## config.mk

```make
export PLATFORM = sky130hd
export DESIGN_NAME = amp_prot_ctrl
export DESIGN_NICKNAME = d
export VERILOG_FILES = /design/src/core/amp_prot_pkg.sv /design/src/core/amp_prot_ctrl.sv /design/src/core/input_sync.sv
export SDC_FILE = /design/constraint.sdc
export NUM_CORES = 1
export LEC_CHECK = 0
export BUFFER_PORTS_ARGS = -buffer_cell sky130_fd_sc_hd__buf_2
export CAP_MARGIN = 20
export CORE_AREA = 4 4 90 126
export CTS_BUF_LIST = sky130_fd_sc_hd__clkbuf_2 sky130_fd_sc_hd__clkbuf_4 sky130_fd_sc_hd__clkbuf_8
export CTS_CLUSTER_DIAMETER = 30
export DETAILED_ROUTE_END_ITERATION = 8
export DIE_AREA = 0 0 94 130
export PLACE_DENSITY_LB_ADDON = 0.3
export SLEW_MARGIN = 20
export SYNTH_ARGS = -nofsm -noshare
export SYNTH_HDL_FRONTEND = slang
export SYNTH_SLANG_ARGS = --single-unit
```

## constraint.sdc

```tcl
create_clock -name sys_clk_i -period 5.2 [get_ports sys_clk_i]
set_input_delay 1.04 -clock sys_clk_i [delete_from_list [all_inputs] [get_ports sys_clk_i]]
set_output_delay 1.04 -clock sys_clk_i [all_outputs]
set_load 0.03 [all_outputs]
```

## src/core/amp_prot_pkg.sv

```systemverilog
// Shared constants and carrier types for the power stage protection control
package amp_prot_pkg;

  localparam int unsigned CLK_FREQ_HZ = 250_000_000;
  localparam int unsigned CLK_PERIOD_NS = 4;

  // Start-up time per microfarad of bias capacitance, single-ended mode
  localparam int unsigned SE_STARTUP_MS_PER_UF = 500;
  localparam int unsigned BYP_CAP_UF = 1;
  localparam int unsigned SE_STARTUP_MS = SE_STARTUP_MS_PER_UF * BYP_CAP_UF;
  localparam longint unsigned SE_STARTUP_CYCLES =
    longint'(SE_STARTUP_MS) * longint'(CLK_FREQ_HZ) / 64'd1000;

  // Bridged start-up is fast; a short settling time, not documented in detail
  localparam int unsigned BTL_STARTUP_US = 10;
  localparam longint unsigned BTL_STARTUP_CYCLES =
    longint'(BTL_STARTUP_US) * longint'(CLK_FREQ_HZ) / 64'd1_000_000;

  localparam int unsigned CNT_W = 32;
  localparam int unsigned SYNC_STAGES = 3;
  localparam int unsigned NUM_OUT = 4;

  // Fault detector inputs, all asynchronous comparator levels
  typedef struct packed {
    logic [NUM_OUT-1:0] short_det;
    logic over_temp;
    logic warn_temp;
  } detect_t;

  // Stage status as seen by the host
  typedef struct packed {
    logic outputs_enabled;
    logic short_latched;
    logic thermal_shutdown;
    logic starting;
  } stage_status_t;

endpackage : amp_prot_pkg

```

## src/core/amp_prot_ctrl.sv

```systemverilog
// Protection, fault reporting and start-up sequencing of a class-D power stage
// Operation
// RULE1: Reset low ramps outputs down, idle state
// RULE2: Host drives reset, never leaves floating
// RULE3: Host holds reset low before power
// RULE4: Short detected disables outputs immediately
// RULE5: Short latched until reset low-high cycle
// RULE6: Fault output low on short detect
// RULE7: Fault stays low until reset cycled
// RULE8: Over-temperature enters shutdown, outputs off
// RULE9: Thermal shutdown self-recovers after cooling
// RULE10: Thermal shutdown never asserts fault output
// RULE11: Warning output low at warning temperature
// RULE12: Warning clears by itself, no reset
// RULE13: Single-ended start-up lasts half second
// RULE14: Modulator keeps PWM switching, 50% mute
// RULE15: Modulator keeps switching for turn-off time
// RULE16: Synchronise asynchronous inputs before fault logic
`timescale 1ns/100ps
module amp_prot_ctrl
  import amp_prot_pkg::*;
#(
  parameter longint unsigned SE_STARTUP_CNT = amp_prot_pkg::SE_STARTUP_CYCLES,
  parameter longint unsigned BTL_STARTUP_CNT = amp_prot_pkg::BTL_STARTUP_CYCLES
) (
  // Clock and system reset
  input wire logic sys_clk_i,
  input wire logic reset_n_i,
  // Host side: stage shutdown pin and mode strap
  input wire logic stage_reset_n_i,
  input wire logic output_config_select_i,
  // Analog detectors
  input wire amp_prot_pkg::detect_t detect_i,
  // Output stage control
  output logic drive_enable_o,
  output logic ramp_down_o,
  output logic low_power_o,
  // Host flags: fault and warning active low open-drain style, status word active high
  output logic fault_n_o,
  output logic temp_warning_n_o,
  output amp_prot_pkg::stage_status_t status_o
);

  import amp_prot_pkg::*;

  typedef enum logic [1:0] {
    ST_IDLE,
    ST_START,
    ST_RUN
  } state_t;

  // Mode strap is a pin too, so it rides the same chain as the other levels
  localparam int unsigned SYNC_W = NUM_OUT + 4;

  logic [SYNC_W-1:0] sync_w;
  logic [NUM_OUT-1:0] short_s;
  logic over_temp_s;
  logic warn_temp_s;
  logic stage_run_s;
  logic cfg_se_s;

  input_sync #(
    .WIDTH(SYNC_W),
    .INIT('0)
  ) u_sync (
    .sys_clk_i(sys_clk_i),
    .reset_n_i(reset_n_i),
    .async_i({detect_i.short_det, detect_i.over_temp, detect_i.warn_temp,
              stage_reset_n_i, output_config_select_i}),
    .sync_o(sync_w)
  ); // RULE16

  assign short_s = sync_w[SYNC_W-1 -: NUM_OUT];
  assign over_temp_s = sync_w[3];
  assign warn_temp_s = sync_w[2];
  assign stage_run_s = sync_w[1];
  assign cfg_se_s = sync_w[0];

  state_t state_r;
  state_t state_nxt;
  logic short_latch_r;
  logic mode_se_r;
  logic [CNT_W-1:0] cnt_r;
  logic [CNT_W-1:0] cnt_nxt;
  logic drive_en_r;
  logic fault_n_r;
  logic warn_n_r;

  // Short seen after the synchroniser and agreement filter; short_raw covers the async path
  wire short_now = |short_s;
  wire short_raw = |detect_i.short_det;
  wire start_done = (cnt_r == '0);
  wire [CNT_W-1:0] start_load = mode_se_r ? CNT_W'(SE_STARTUP_CNT) : CNT_W'(BTL_STARTUP_CNT);
  wire hold_off = !stage_run_s || short_latch_r || over_temp_s;

  // Latch clears only while the stage reset is low; a live short wins
  wire short_latch_nxt = short_now ? 1'b1 : (stage_run_s ? short_latch_r : 1'b0);

  always_comb begin
    state_nxt = state_r;
    cnt_nxt = cnt_r;
    case (state_r)
      ST_IDLE: begin
        if (!hold_off) begin
          state_nxt = ST_START;
          cnt_nxt = start_load;
        end
      end
      ST_START: begin
        if (hold_off) begin
          state_nxt = ST_IDLE;
        end else if (start_done) begin
          state_nxt = ST_RUN; // RULE13
        end else begin
          cnt_nxt = cnt_r - CNT_W'(1);
        end
      end
      ST_RUN: begin
        if (hold_off) begin
          state_nxt = ST_IDLE; // RULE1 RULE8
        end
      end
      default: state_nxt = ST_IDLE;
    endcase
  end

  // Mode strap sampled only while the stage is held in reset
  always_ff @(posedge sys_clk_i) begin
    if (!reset_n_i) begin
      mode_se_r <= 1'b0;
    end else if (!stage_run_s) begin
      mode_se_r <= cfg_se_s;
    end
  end

  always_ff @(posedge sys_clk_i) begin
    if (!reset_n_i) begin
      state_r <= ST_IDLE;
      cnt_r <= '0;
      short_latch_r <= 1'b0;
      drive_en_r <= 1'b0;
      fault_n_r <= 1'b1;
      warn_n_r <= 1'b1;
    end else begin
      state_r <= state_nxt;
      cnt_r <= cnt_nxt;
      short_latch_r <= short_latch_nxt; // RULE5
      drive_en_r <= (state_nxt == ST_RUN) && !short_now;
      fault_n_r <= !short_latch_nxt; // RULE6 RULE7 RULE10
      warn_n_r <= !warn_temp_s; // RULE11 RULE12
    end
  end

  // Raw short term gates drive at once, before synchronisation delay
  assign drive_enable_o = drive_en_r && !short_raw; // RULE4
  assign ramp_down_o = !stage_run_s; // RULE1
  assign low_power_o = !stage_run_s && (state_r == ST_IDLE);
  assign fault_n_o = fault_n_r;
  assign temp_warning_n_o = warn_n_r;
  // Thermal shutdown recovers with the detector; hysteresis lives in the comparator
  assign status_o = '{outputs_enabled: drive_en_r,
                      short_latched: short_latch_r,
                      thermal_shutdown: over_temp_s, // RULE9
                      starting: (state_r == ST_START)};

endmodule : amp_prot_ctrl

```

## src/core/input_sync.sv

```systemverilog
// Three-stage synchroniser with agreement filter for asynchronous levels
`timescale 1ns/100ps
module input_sync #(
  parameter int unsigned WIDTH = 1,
  parameter logic [WIDTH-1:0] INIT = '0
) (
  // Clock and reset
  input wire logic sys_clk_i,
  input wire logic reset_n_i,
  // Levels
  input wire logic [WIDTH-1:0] async_i,
  output logic [WIDTH-1:0] sync_o
);

  logic [WIDTH-1:0] s1_r;
  logic [WIDTH-1:0] s2_r;
  logic [WIDTH-1:0] s3_r;
  logic [WIDTH-1:0] val_r;
  wire [WIDTH-1:0] agree = ~(s2_r ^ s3_r);

  // First stage feeds only the second stage
  always_ff @(posedge sys_clk_i) begin
    s1_r <= async_i;
    s2_r <= s1_r;
    s3_r <= s2_r;
  end

  genvar g;
  generate
    for (g = 0; g < WIDTH; g++) begin : g_bit
      always_ff @(posedge sys_clk_i) begin
        if (!reset_n_i) begin
          val_r[g] <= INIT[g];
        end else if (agree[g]) begin
          val_r[g] <= s3_r[g];
        end
      end
    end
  endgenerate

  assign sync_o = val_r;

endmodule : input_sync

```

* After elaboration in Yosys (flattened, before gate mapping) *
Cells that the tools add are included.

storage, ports and cells
  output and inout port bits = 9
  register bits after elaboration = 71
  input port bits = 10

operators by class
  reductions and logical operators = 16
  add/sub/neg operators = 1
  multiplexer cells = 12
  equal/unequal tests = 6
  bitwise operators = 2

operators with widths
  cell                     count
  $mux W32                 3
  $pmux W32 S2             1
  $logic_not A32 Y1        1
  $sub A32 B1 Y32 const B  1
  $mux W27                 1
  $mux W2                  4
  $not A8 Y8               1
  $reduce_or A4 Y1         2
  $xor A8 B8 Y8            1
  $ne A2 B2 Y1 const B     3
  $pmux W2 S3              1
  $logic_not A1 Y1         5
  $eq A2 B2 Y1 const B     2
  $reduce_and A4 Y1        1
  $logic_and A1 B1 Y1      3
  $eq A2 B1 Y1 const B     1
  $logic_not A2 Y1         1
  $logic_or A1 B1 Y1       2
  $mux W1                  2
  $reduce_bool A2 Y1       1

* Longest topological paths before layout *
Gate-level depths: netlist (run 1).

  word-level depth = 7
  depth in mapped cells = 9
  depth with buffers taken out = 7

* By module *
From an unflattened synthesis (run 1), not the netlist that was laid out.

unflattened totals
  cell total of the unflattened synthesis = 328
  area, all modules = 3,007.9 sq um

modules (own cells, without submodules)
  module         sequential area each (sq um)  times used  area an instance (sq um)  cells an instance
  amp_prot_ctrl  780.7                         1           2,237.1                   272
  input_sync     640.6                         1           770.7                     56

* Worst setup path after synthesis (run 1) *
No wires, ideal clock.

  path type = in2out
  start = input port detect_i[3] (netlist bit)
  end = output port drive_enable_o
  data required time = 4,160 ps
  data arrival time = 1,582 ps
  path slack = 2,578 ps
  buffers on the path = 0
  stages on the path = 2
  cell sequence = nor4_1 -> and2_1

between the ends
  longest elaborated chain between the ends = 3

ends and longest elaborated chain
  what                 line                  text
  start: declaration   amp_prot_ctrl.sv:33   input wire amp_prot_pkg::detect_t detect_i,
  $reduce_or A4 Y1     amp_prot_ctrl.sv:91   wire short_raw = |detect_i.short_det;
  $logic_not A1 Y1     amp_prot_ctrl.sv:155  assign drive_enable_o = drive_en_r && !short_raw;
  $logic_and A1 B1 Y1  amp_prot_ctrl.sv:155
  end: declaration     amp_prot_ctrl.sv:35   output logic drive_enable_o,

Every way passes these cells.

==> run metrics, run 1 <==
Setup CP Type reg2out; worst skew pair latency 350 ps; min cycle time layout 3110 ps; Leak Pwr ~1.3 nW; CP Cell Sequence nand2b_1, inv_1, buf_2; Core Area 10200 µm²; Post-Syn Area per Cell 8.82 µm²; initial DRC count 185; Setup Total Neg Slack 0 ps; Largest delay share family, worst path buffers and inverters; total die area approximately 12000 µm²; GRT Util Overall about an eighth; Startpoint Class flip-flop; fin util 33.1%; P&R area growth vs syn 12.6%; grt total ovfl 0; dominant cell type by area after synthesis dfxtp_1; CTS Buf Count 9; Setup Buffers After CTS 0; IO buf count 18; clk root buf clkbuf_8; Fmax 321 MHz; Worst Path Arrival about 2100 ps; run status complete, no violations; Post-synth EDFFs 0; Remaining DRCs 0; Pwr Total 1.31 mW; met1 wire length 3140 µm; # rows 44; clock sinks 71; Worst Hold Class reg2reg; clock transition at the registers of the reported paths around 70 ps; Max clock buf depth 2; largest net degree at the start of global routing 37; 1st-pass router iterations 4; post-cts sizing count 0; Final Max Tran Viols 0; synth unique cells 47; leading cell type in the layout, fill and taps excluded dfxtp_1; first-pass GRT wire length 12300 µm; diodes inserted 0; met2 WL post-DR 3620 µm; Yosys warning total 0; CP bufs+invs 2; Max-cap violations 0; Worst Max-Slew Pin Slew 847 ps; Routed WL 7220 µm; Seq cells post-synth 71; CTS H-tree lvls 3; Detail Placement HPWL 4860 µm; CP Max Fanout 20; number of global-route vias before repair 2545; Hold Fails Final Rpt 0; clk_skew between 4 and 5 ps; pwr dens 385 nW/µm²; nets 357; Crit-path slowest cell nand2b_1; Die Wd roughly 94 µm; Synth top area share 47.3%; fin crit share 59.9%; cts hold-fix bufs 0; syn nets 352; WP data required 4160 ps; most frequent cells in the layout 71 x dfxtp_1, 30 x nand2_1, 28 x a21oi_1; synthesized instance count ~340; Slew Limit Headroom ~43%; Post-Syn Area 3010 µm²; CTS tree yes; routed len/inst 14.8 µm; unrepaired setup endpoints after global routing false; io pins 19; via count 2631; Initial Util 29.4%; die height between 100 and 150 µm; layout cells sized above 1 14.3%; synth top area cells dfxtp_1 47%, a21oi_1 4.7%, o31ai_1 4.0%; critical path's largest stage delay around 610 ps; number of antenna violations at the first check in global routing 0; Peak VDD IR around 0.00022 V; CP endpoint kind primary output; Top Metal Used met4; final setup violation count 0; register area share after synthesis 47.3%; remaining antenna violation count 0; fraction of registers with async set/reset 0%; Post-synth top flop dfxtp_1; worst hold slack 328 ps; global placement routability congestion 0.823; metal3 WL approximately 270 µm; via density per instance 5.39
layer usage:
layer,up-vias,GRT usage [%]
met5,-,0
met4,0,7.14
met3,18,3.40
met2,61,21.2
met1,1265,14.9
li1,1287,-
synthesized netlist by cell type, types with 2 or more instances:
| cell type | instances |
|---|---|
| o311ai_0 | 2 |
| nor4_1 | 10 |
| o21ai_0 | 14 |
| buf_1 | 2 |
| a41oi_1 | 2 |
| o21a_1 | 3 |
| or2_2 | 2 |
| a31oi_1 | 11 |
| o41ai_1 | 4 |
| nand2_1 | 30 |
| nand3_1 | 11 |
| nand2b_1 | 4 |
| or3_2 | 2 |
| a31o_2 | 6 |
| nor2b_1 | 3 |
| a21oi_1 | 28 |
| and4_1 | 4 |
| nor3_1 | 14 |
| dfxtp_1 | 71 |
| or3_1 | 4 |
| inv_1 | 8 |
| o31ai_1 | 16 |
| buf_4 | 5 |
| mux2i_1 | 4 |
| nand4b_1 | 2 |
| nand4_1 | 5 |
| and2_1 | 3 |
| buf_2 | 5 |
| or4_1 | 10 |
| o31a_1 | 7 |
| clkbuf_1 | 14 |
| nor2_1 | 20 |
area by class of cell:
type / instances / area, µm²
clock buffer: 10 / 138
timing repair buffer: 20 / 105
tap: 138 / 173
sequential: 71 / 1420
inverter: 8 / 30.0
clock inverter: 5 / 81.3
fill: 1109 / 6850
multi-input combinational: 236 / 1440
flip-flops by register name (all words and copies together) (netlist names):
name,count
cnt_r,32
u_sync.s1_r,8
u_sync.s2_r,8
u_sync.s3_r,8
u_sync.sync_o,8
state_r,2
drive_en_r,1
fault_n_o,1
mode_se_r,1
short_latch_r,1
temp_warning_n_o,1
cells by family (layout without fill, tap and decap cells):
group,count (synthesis),in the layout,share of synthesized area [%]
compound gates,99,99,21.8
mux,4,4,1.33
buf+inv,34,43,5.07
fa+ha+maj,1,1,0.416
flops,71,71,47.3
simple gates,132,132,24.1
metrics by stage:
step                      setup slack [ps]  cell area (µm²)  instances
after detailed placement              2090             3170        473
after global placement                2200             3170        473
after CTS                             2050             3380        488
after global routing                  1910             3390        488
after floorplan                       2580             3010        341
final                                 2090             3390        488
report_power, final:
group	internal, mW	switching, mW
registers	0.573	0.0227
logic	0.0699	0.153
clock network	0.281	0.206
worst paths after layout:
kind | from | to | slack [ps] | depth (start not counted)
max | state_r[1] | status_o[0] | 2090 | 3
min | u_sync.s1_r[7] | u_sync.s2_r[7] | 330 | 0
max reg2reg | cnt_r[8] | cnt_r[25] | 2390 | 5
min reg2reg | u_sync.s1_r[7] | u_sync.s2_r[7] | 330 | 0
No activity file was read; power rests on OpenSTA's default activity.
==> inputs of run 2 (changes only) <==
--- a/config.mk
+++ b/config.mk
@@ -5,13 +5,14 @@
 export SDC_FILE = /design/constraint.sdc
 export NUM_CORES = 1
 export LEC_CHECK = 0
+export ABC_AREA = 1
 export BUFFER_PORTS_ARGS = -buffer_cell sky130_fd_sc_hd__buf_2
 export CAP_MARGIN = 20
-export CORE_AREA = 4 4 90 126
+export CORE_AREA = 4 4 94 131
 export CTS_BUF_LIST = sky130_fd_sc_hd__clkbuf_2 sky130_fd_sc_hd__clkbuf_4 sky130_fd_sc_hd__clkbuf_8
 export CTS_CLUSTER_DIAMETER = 30
 export DETAILED_ROUTE_END_ITERATION = 8
-export DIE_AREA = 0 0 94 130
+export DIE_AREA = 0 0 98 135
 export PLACE_DENSITY_LB_ADDON = 0.3
 export SLEW_MARGIN = 20
 export SYNTH_ARGS = -nofsm -noshare
==> constraint.sdc (replaced) <==
create_clock -name sys_clk_i -period 3 [get_ports sys_clk_i]
set_input_delay 0.6 -clock sys_clk_i [delete_from_list [all_inputs] [get_ports sys_clk_i]]
set_output_delay 0.6 -clock sys_clk_i [all_outputs]
set_load 0.03 [all_outputs]
==> run metrics, run 2 <==
post-cts sizing count 0 (unchanged); run status complete, no violations; cell with the most instances after synthesis nor2_1; fin util 32.4% (-0.66 points); Finished Layout Cells 621 (+27%); clk root buf clkbuf_8; Post-synth top flop dfxtp_1; Yosys warning total 0 (unchanged); Post-Synth Adder-Cell Area 0.383% (-0.033 points); Setup Total Neg Slack 0 ps (unchanged); nets 483 (+35%); dpl cell area 3450 µm² (+9.1%); synthesized instance count 455 (+33%); Worst Path Arrival 1440 ps (-630 ps); worst skew pair latency 370 ps (+20 ps); routed len/inst 12.8 µm (-14%); io pins 19 (unchanged); Final Max Tran Viols 0 (unchanged); CP endpoint kind primary output; first-pass GRT wire length 13400 µm (+8.9%); # rows 46 (+4.5%); clock sinks 71 (unchanged); Remaining DRCs 0 (unchanged); via density per instance 4.61 (-15%); syn nets 466 (+32%); layout cells sized above 1 15.5% (+1.2 points); Routed WL 7920 µm (+9.7%); remaining antenna violation count 0 (unchanged); Leak Pwr 1.59 nW (+22%); Hold Fails Final Rpt 0 (unchanged); grt total ovfl 0 (unchanged); Synth Area in XOR/XNOR 2.68% (+2.7 points); Post-Syn Area 3270 µm² (+8.6%); post-synthesis mux area share 0% (-1.3 points); Setup Buffers After CTS 0 (unchanged); register area share after synthesis 43.5% (-3.7 points); synth top area cells dfxtp_1 44%, nor2_1 13%, nand2_1 10%; die height 135 µm (+3.8%); clk_skew 11.1 ps (+6.36 ps); Initial Util 29.1% (-0.28 points); synth unique cells 33 (-30%); Die Wd 98 µm (+4.3%); Max clock buf depth 2 (unchanged); Synth Area in Compound Gates 11.2% (-11 points); pwr dens 642 nW/µm² (+67%); min cycle time layout between 2000 and 2500 ps; Post-synth EDFFs 0 (unchanged); 1st-pass router iterations 4 (unchanged); Peak VDD IR 0.000326 V (+48%); Seq cells post-synth 71 (unchanged); number of antenna violations at the first check in global routing 0 (unchanged); max reg flops 32 (unchanged); via count 2860 (+8.7%); Startpoint Class flip-flop; Largest Register cnt_r; number of global-route vias before repair 2784 (+9.4%); Worst Max-Slew Pin Slew 510 ps (-338 ps); dominant cell type by area after synthesis dfxtp_1; Fmax 489 MHz; clock transition at the registers of the reported paths 90 ps (+20 ps); Synth top area share 43.5% (-3.7 points); diodes inserted 0 (unchanged); global placement routability congestion 0.972 (+18%); unrepaired setup endpoints after global routing false; GRT Util Overall 12.8% (about the same); WP data required 2400 ps (-1760 ps); P&R area growth vs syn 11.4%; most frequent cells in the layout 112 x nor2_1, 90 x nand2_1, 71 x dfxtp_1; combinational family with the most area after synthesis simple AND/OR/NAND/NOR gates; CTS Buf Count 9 (unchanged); Inst Count DP 605 (+28%); top cells by count, synth 112 x nor2_1, 90 x nand2_1, 71 x dfxtp_1; initial DRC count 190 (+2.7%); Max-cap violations 0 (unchanged); largest net degree at the start of global routing 26 (-30%); Detail Placement HPWL 5770 µm (+19%); design area 3640 µm² (+7.4%); CTS H-tree lvls 3 (unchanged); fin crit share 68.1%; CP Max Fanout 20 (unchanged); IO buf count 18 (unchanged); simple-gate area share of the yosys netlist 35.5% (+11 points); Core Area 11200 µm² (+9.6%); final setup violation count 0 (unchanged); cts hold-fix bufs 0 (unchanged); CTS tree yes; total die area 13200 µm² (+8.3%); Worst Hold Class in2reg; leading cell type in the layout, fill and taps excluded nor2_1; fraction of registers with async set/reset 0% (unchanged); Post-Syn Area per Cell 7.18 µm² (-19%); Setup CP Type reg2out; Slew Limit Headroom 65.9% (+23 points)
## run 2: changes by cell type after synthesis, sizes merged, moves of 11 or more
| cell | previous run | this run |
|---|---|---|
| a31oi | 11 | 0 |
| nand2 | 30 | 103 |
| o31ai | 16 | 0 |
| inv | 8 | 32 |
| o21ai | 15 | 35 |
| nor2 | 20 | 125 |
## run 2: path summary, 6_finish.rpt
| kind | end | slack [ps] | cells past startpoint | start |
|---|---|---|---|---|
| worst max-delay path | status_o[0] | 960 | 4 | state_r[0] |
| worst min-delay path | u_sync.s1_r[3] | 320 | 1 | detect_i[1] |
| worst max register to register | cnt_r[24] | 1020 | 10 | cnt_r[0] |
| worst min register to register | u_sync.s2_r[4] | 330 | 0 | u_sync.s1_r[4] |
## run 2: cell families (layout without fill, tap and decap cells)
| logic type | after synthesis | count (layout) |
|---|---|---|
| AOI/OAI and AO/OA | 65 | 65 |
| xor gates and xnor gates | 10 | 10 |
| adders and majority gates | 1 | 1 |
| buffers and inverters | 46 | 68 |
| DFF | 71 | 71 |
| and+or+nand+nor | 262 | 262 |
## run 2: power by group
part	total (mW)	switching (mW)	leakage, nW	internal, mW
clock network	0.733	0.418	0.0888	0.315
registers	1.04	0.0419	0.586	0.993
logic	0.567	0.383	0.911	0.184
total	2.34	0.843	1.59	1.49
## run 2: routing by layer
metal	wire length, µm	up-vias	GRT usage, %
li1	-	1466	-
met1	3280	1310	14.7
met2	3990	59	21.4
met3	268	25	2.79
met4	388	0	8.16
met5	0	-	0
## run 2: worst max-delay path, stage by stage, from the launching register on
cell     delay, ps
dfxtp_1        400
inv_1           70
nor2_1          90
buf_4          270
buf_2          250
## run 2: layout make-up
cell class	count	area, µm²
fillers	1224	7590
multi-input cells	338	1630
flip-flops and latches	71	1420
well taps	144	180
clock buffers	9	124
inverters	32	120
repair buffers	20	105
clock inverters	7	61.3
## run 2: metrics by stage
stage / hold WS (ps) / total power, mW / worst slack [ps]
final: 325 / 2.34 / 956
after global routing: 306 / 2.49 / 762
after CTS: 312 / 2.35 / 940
after detailed placement: 312 / 1.62 / 980
after global placement: 310 / 1.62 / 992
after floorplan: 310 / 1.50 / 1020
